### src/smt_defs.svh
// timing constants for the special move and arithmetic timing model
`ifndef SMT_DEFS_SVH
`define SMT_DEFS_SVH
`define SMT_CLK_PERIOD_NS 10
`define SMT_CNT_W 10
`define SMT_BUS_W 6
`define SMT_NREG_W 5
`define SMT_MLOAD_BASE 10'h008
`define SMT_MLOAD_WBASE 10'h009
`define SMT_MLOAD_PER 10'h004
`define SMT_MSTORE_BASE 10'h004
`define SMT_MSTORE_WBASE 10'h005
`define SMT_MSTORE_PER 10'h003
`define SMT_BUSY_MIN 10'h001
`endif

### src/smt_pkg.sv
// types for the special move and arithmetic timing model
package smt_pkg;
  typedef enum logic [4:0] {
    SMT_OP_EXCHANGE = 5'h00,
    SMT_OP_CTL_TO_REG = 5'h01,
    SMT_OP_REG_TO_CTL = 5'h02,
    SMT_OP_PSW_TO_REG = 5'h03,
    SMT_OP_PSW_TO_MEM = 5'h04,
    SMT_OP_EA_TO_CCR = 5'h05,
    SMT_OP_EA_TO_SR = 5'h06,
    SMT_OP_MULTI_LOAD = 5'h07,
    SMT_OP_MULTI_STORE = 5'h08,
    SMT_OP_LANE_W_TO_MEM = 5'h09,
    SMT_OP_LANE_L_TO_MEM = 5'h0A,
    SMT_OP_LANE_W_TO_REG = 5'h0B,
    SMT_OP_LANE_L_TO_REG = 5'h0C,
    SMT_OP_ALT_TO_REG = 5'h0D,
    SMT_OP_ALT_TO_MEM = 5'h0E,
    SMT_OP_USP_MOVE = 5'h0F,
    SMT_OP_SWAP = 5'h10,
    SMT_OP_ALU_TO_REG = 5'h11,
    SMT_OP_ALU_TO_MEM = 5'h12,
    SMT_OP_CMP_ADDR = 5'h13,
    SMT_OP_RANGE_COMPARE = 5'h14,
    SMT_OP_WORD_MULTIPLY = 5'h15,
    SMT_OP_LONG_MULTIPLY = 5'h16,
    SMT_OP_WORD_UDIVIDE = 5'h17,
    SMT_OP_LONG_UDIVIDE = 5'h18,
    SMT_OP_WORD_SDIVIDE = 5'h19,
    SMT_OP_LONG_SDIVIDE = 5'h1A,
    SMT_OP_QUICK_TO_REG = 5'h1B,
    SMT_OP_QUICK_TO_MEM = 5'h1C,
    SMT_OP_IMM_TO_REG = 5'h1D,
    SMT_OP_IMM_TO_MEM = 5'h1E
  } smt_op_t;
  // fetch-immediate and calculate-immediate address times are separate
  typedef enum logic [2:0] {
    SMT_ADD_NONE = 3'h0,
    SMT_ADD_FETCH_EA = 3'h1,
    SMT_ADD_CALC_EA = 3'h2,
    SMT_ADD_IMM_ADDR = 3'h3,
    SMT_ADD_CALC_IMM = 3'h4
  } smt_add_t;
  typedef enum logic [1:0] {
    SMT_CASE_BEST = 2'h0,
    SMT_CASE_CACHE = 2'h1,
    SMT_CASE_WORST = 2'h2
  } smt_case_t;
  typedef enum logic [0:0] {
    SMT_ST_IDLE = 1'b0,
    SMT_ST_RUN = 1'b1
  } smt_state_t;
endpackage : smt_pkg

### src/smt_entry_lookup.sv
// lookup of one case figure and its bus-cycle triple
`include "smt_defs.svh"
module smt_entry_lookup
  import smt_pkg::*;
(
  // request
  input wire smt_pkg::smt_op_t op,
  input wire smt_pkg::smt_case_t whichCase,
  input wire logic [`SMT_NREG_W-1:0] regCount,
  // result
  output logic [`SMT_CNT_W-1:0] clocks,
  output logic [`SMT_BUS_W-1:0] reads,
  output logic [`SMT_BUS_W-1:0] prefetches,
  output logic [`SMT_BUS_W-1:0] writes,
  output smt_pkg::smt_add_t addTime
);
  import smt_pkg::*;

  // picks one of three case figures
  function automatic logic [`SMT_CNT_W-1:0] pick3(
    input smt_case_t c, input int b, input int k, input int w);
    logic [`SMT_CNT_W-1:0] r;
    r = (c == SMT_CASE_BEST) ? b[`SMT_CNT_W-1:0] :
        (c == SMT_CASE_CACHE) ? k[`SMT_CNT_W-1:0] : w[`SMT_CNT_W-1:0];
    return r;
  endfunction : pick3

  logic worst;
  logic [`SMT_CNT_W-1:0] n10;
  assign worst = (whichCase == SMT_CASE_WORST);
  assign n10 = {{(`SMT_CNT_W-`SMT_NREG_W){1'b0}}, regCount};

  // table decode
  always_comb begin
    clocks = '0;
    reads = '0;
    writes = '0;
    addTime = SMT_ADD_NONE;
    prefetches = worst ? 6'h01 : 6'h00;
    case (op)
      SMT_OP_EXCHANGE, SMT_OP_USP_MOVE: clocks = pick3(whichCase, 0, 2, 3);
      SMT_OP_CTL_TO_REG: clocks = pick3(whichCase, 3, 6, 7);
      SMT_OP_REG_TO_CTL: clocks = pick3(whichCase, 9, 12, 13);
      SMT_OP_PSW_TO_REG: clocks = pick3(whichCase, 1, 4, 5);
      SMT_OP_PSW_TO_MEM: begin
        clocks = pick3(whichCase, 5, 5, 7);
        writes = 6'h01;
        addTime = SMT_ADD_CALC_EA;
      end
      SMT_OP_EA_TO_CCR: begin
        clocks = pick3(whichCase, 4, 4, 5);
        addTime = SMT_ADD_FETCH_EA;
      end
      SMT_OP_EA_TO_SR: begin
        clocks = pick3(whichCase, 8, 8, 11);
        prefetches = worst ? 6'h02 : 6'h00;
        addTime = SMT_ADD_FETCH_EA;
      end
      SMT_OP_MULTI_LOAD: begin
        clocks = (worst ? `SMT_MLOAD_WBASE : `SMT_MLOAD_BASE)
                 + 10'((n10 * `SMT_MLOAD_PER));
        reads = {1'b0, regCount};
        addTime = SMT_ADD_CALC_IMM;
      end
      SMT_OP_MULTI_STORE: begin
        clocks = (worst ? `SMT_MSTORE_WBASE : `SMT_MSTORE_BASE)
                 + 10'((n10 * `SMT_MSTORE_PER));
        writes = {1'b0, regCount};
        addTime = SMT_ADD_CALC_IMM;
      end
      SMT_OP_LANE_W_TO_MEM: begin
        clocks = pick3(whichCase, 8, 11, 11);
        writes = 6'h02;
      end
      SMT_OP_LANE_L_TO_MEM: begin
        clocks = pick3(whichCase, 14, 17, 17);
        writes = 6'h04;
      end
      SMT_OP_LANE_W_TO_REG: begin
        clocks = pick3(whichCase, 10, 12, 12);
        reads = 6'h02;
      end
      SMT_OP_LANE_L_TO_REG: begin
        clocks = pick3(whichCase, 16, 18, 18);
        reads = 6'h04;
      end
      SMT_OP_ALT_TO_REG: begin
        clocks = pick3(whichCase, 7, 7, 8);
        reads = 6'h01;
        addTime = SMT_ADD_CALC_IMM;
      end
      SMT_OP_ALT_TO_MEM: begin
        clocks = pick3(whichCase, 5, 5, 7);
        writes = 6'h01;
        addTime = SMT_ADD_CALC_IMM;
      end
      SMT_OP_SWAP: clocks = pick3(whichCase, 1, 4, 4);
      SMT_OP_ALU_TO_REG: begin
        clocks = pick3(whichCase, 0, 2, 3);
        addTime = SMT_ADD_FETCH_EA;
      end
      SMT_OP_ALU_TO_MEM: begin
        clocks = pick3(whichCase, 3, 4, 6);
        writes = 6'h01;
        addTime = SMT_ADD_FETCH_EA;
      end
      SMT_OP_CMP_ADDR: begin
        clocks = pick3(whichCase, 1, 4, 4);
        addTime = SMT_ADD_FETCH_EA;
      end
      SMT_OP_RANGE_COMPARE: begin
        clocks = pick3(whichCase, 16, 18, 18);
        reads = 6'h01;
        addTime = SMT_ADD_IMM_ADDR;
      end
      SMT_OP_WORD_MULTIPLY: begin
        clocks = pick3(whichCase, 25, 27, 28);
        addTime = SMT_ADD_FETCH_EA;
      end
      SMT_OP_LONG_MULTIPLY: begin
        clocks = pick3(whichCase, 41, 43, 44);
        addTime = SMT_ADD_IMM_ADDR;
      end
      SMT_OP_WORD_UDIVIDE: begin
        clocks = pick3(whichCase, 42, 44, 44);
        addTime = SMT_ADD_FETCH_EA;
      end
      SMT_OP_LONG_UDIVIDE: begin
        clocks = pick3(whichCase, 76, 78, 79);
        addTime = SMT_ADD_IMM_ADDR;
      end
      SMT_OP_WORD_SDIVIDE: begin
        clocks = pick3(whichCase, 54, 56, 57);
        addTime = SMT_ADD_FETCH_EA;
      end
      SMT_OP_LONG_SDIVIDE: begin
        clocks = pick3(whichCase, 88, 90, 91);
        addTime = SMT_ADD_IMM_ADDR;
      end
      SMT_OP_QUICK_TO_REG: clocks = pick3(whichCase, 0, 2, 3);
      SMT_OP_QUICK_TO_MEM: begin
        clocks = pick3(whichCase, 3, 4, 6);
        writes = 6'h01;
        addTime = SMT_ADD_FETCH_EA;
      end
      SMT_OP_IMM_TO_REG: begin
        clocks = pick3(whichCase, 0, 2, 3);
        addTime = SMT_ADD_IMM_ADDR;
      end
      SMT_OP_IMM_TO_MEM: begin
        clocks = pick3(whichCase, 3, 4, 6);
        writes = 6'h01;
        addTime = SMT_ADD_IMM_ADDR;
      end
      default: clocks = '0;
    endcase
  end
endmodule : smt_entry_lookup

### config.mk
export PLATFORM = sky130hd
export DESIGN_NAME = smt_entry_lookup
export DESIGN_NICKNAME = d
export VERILOG_FILES = /design/src/smt_pkg.sv /design/src/smt_entry_lookup.sv
export VERILOG_INCLUDE_DIRS = /design/src
export SDC_FILE = /design/constraint.sdc
export NUM_CORES = 1
export LEC_CHECK = 0
export CORE_MARGIN = 3
export CORE_UTILIZATION = 65
export DETAILED_ROUTE_END_ITERATION = 7
export DONT_BUFFER_PORTS = 1
export GPL_TIMING_DRIVEN = 0
export PLACE_DENSITY = 0.93
export SLEW_MARGIN = 20
export SYNTH_ARGS = -nofsm -noshare
export SYNTH_HDL_FRONTEND = slang
export SYNTH_SLANG_ARGS = --single-unit
### constraint.sdc
create_clock -name vclk -period 6.3
set_clock_uncertainty 0.05 [all_clocks]
set_input_delay 0.63 -clock vclk [all_inputs]
set_output_delay 0.63 -clock vclk [all_outputs]
set_load 0.005 [all_outputs]
==> key figures <==
Status
  • Status: complete, no violations

Floorplanning
  • Die Footprint: 0.00281 mm^2
  • Floorplan core area: 0.00202 mm^2
  • Die Ht: 53.1 um
  • Initial Utilization: 71.2%
  • Die width: 53.1 um
  • I/O pin total: 43
  • # rows: 16

Critical path
  • Crit Path Max Fanout: 10
  • Crit path largest cell delay: 0.43 ns
  • CP endpoint kind: output port
  • Critical path class: in -> out
  • Startpoint types: input pin
  • CP Data Arrival Time: 2.57 ns
  • Crit path max-delay family: adder cells
  • Slowest CP cell: fa_1
  • Buffers and inverters on the worst path: 2
  • Worst path cell trace: buf_2, nand2b_1, inv_1, ha_1, ha_1, fa_1, xnor2_1, a21oi_1, o211a_1, a21oi_1, nand2_1
  • CP Data Required Time: 5.62 ns

Layout
  • Layout cells sized above 1: 13.5%
  • Most frequent cells in the layout: nand2_1, a21oi_1, buf_2, nor2_1
  • P&R area growth vs syn: 4.17%
  • Nets: 257
  • Final cell count without fillers: 257
  • Filler Cells Inserted: 191
  • Register Area: 0 um^2
  • Seq Cell Count: 0
  • Most common cell after layout, fill and taps aside: nand2_1
  • CLK BUF: 0
  • ANT cells: 0

Clocking
  • Post-CTS Hold Buffers: 0
  • Post-CTS setup buffer count: 0
  • # resized after CTS: 0

Synth
  • Unique masters post-synth: 52
  • YS warnings: 0
  • Post-Syn Instances: 223
  • Sequential share of the synthesized area: 0%
  • Yosys top cell by area: ha_1
  • Mean Syn Cell Area: 6.45 um^2
  • Mapped Area: 0.00144 mm^2
  • Synth top area share: 10.4%
  • Synth top area cells: ha_1, a21oi_1, buf_4

Timing
  • Highest Clock Rate: 308 MHz
  • RSZ-0062 raised after global routing: false
  • Hold slack: 1.33 ns
  • Minimum clock period after layout: 3.25 ns
  • Least-Margin Pin Slew: 0.575 ns
  • Fin. Hold Viols: 0
  • Worst slew margin: 61.7%
  • Fin Setup TNS: 0 ns
  • Setup ws final: 3.05 ns
  • Final Cycle Share: 51.5%
  • Final setup vio count: 0
  • Max-slew violation count: 0

Placed design
  • Hpwl dp: 3500 um
  • Placed insts: 257
  • Final RePlAce weighted congestion: 1.02
  • IO Port Bufs: 0
  • Worst slack at placement: 3.09 ns

Pwr
  • Sw Ratio: 59.9%
  • P per Cell Area: 70.7 mW/mm^2
  • Seq pwr share: 0%
  • Clk pwr share: 0%
  • Psw: 63.5 uW
  • Share of power burned in combinational logic: 100.0%
  • Internal power: 42.5 uW
  • Leak: 0.641 nW
  • Peak VDD IR: 0.0000575 V
  • Total power: 106 uW

Min path
  • Hold path start: regCount[4]
  • Worst hold path type: in -> out
  • Hold worst-path end: reads[4]
  • Hold Crit Depth: 1

Flow run
  • Max-cap violations: 0

Detailed routing
  • Drt first pass iters: 4
  • WL final: 4730 um
  • Via density per instance: 6.82
  • WL per Instance: 18.4 um
  • Iter 0 DRT Violations: 142
  • DRC: 0
  • Total vias in the final route: 1754
  • Post-route ant nets: 0

Global route
  • Initial antenna violation count: 0
  • Grt total ovfl: 0
  • First-pass GRT wire length: 7450 um
  • Largest net degree at the start of global routing: 11
  • Vias in the first global route: 1587
  • GR Util All Layers: 34.9%
[power by group through the flow]
stage               Sequential (mW)  Combinational (mW)  Clock [mW]
floorplan                         0              0.0826           0
global placement                  0               0.101           0
detailed placement                0               0.103           0
CTS                               0               0.103           0
global route                      0               0.116           0
finish                            0               0.106           0
[metrics by stage]
stage / cell area [um^2] / utilization (%)
finish: 1500 / 74.1
global route: 1500 / 74.1
CTS: 1500 / 74.1
detailed placement: 1500 / 74.1
global placement: 1500 / 74.1
floorplan: 1470 / -
[worst max path at each step]
stage,startpoint,to,depth (start not counted)
after floorplan,whichCase[1],clocks[3],11
after global placement,whichCase[1],clocks[3],11
after detailed placement,whichCase[1],clocks[3],11
after CTS,whichCase[1],clocks[3],11
after global routing,whichCase[1],clocks[3],11
final,whichCase[1],clocks[3],11
[layer usage]
metal / GRT usage [%] / part of all wire [%]
met3: 6.20 / 17
met2: 55.6 / 44
met4: 7.66 / 3.0
met5: 0 / 0
met1: 48.4 / 37
[layout make-up]
class,count,area [um^2],share of cell area [%]
plain buffers,30,175,11.7
multi-input cells,188,1240,83.1
inverters,12,45.0,3.01
well taps,27,33.8,2.25
[cells in the mapped netlist (all sizes together), types with 4 or more instances]
master and number:
o21ai 11, nor4 4, o31ai 5, xnor2 5, o22ai 6, a21oi 18
inv 12, nor2 14, nor3 6, a31oi 4, buf 27, o211ai 6
ha 12, nand2 19, nand2b 8, a211oi 4, nor2b 12
[cell families after synthesis]
family | after synthesis | share of synthesized area, %
other cells | 1 | 0.261
compound gates | 80 | 38.2
xor+xnor | 7 | 4.26
simple gates | 78 | 28.7
mux | 2 | 1.48
buf+inv | 42 | 15.3
fa+ha+maj | 13 | 11.8
(Power assumes the default switching activity.)
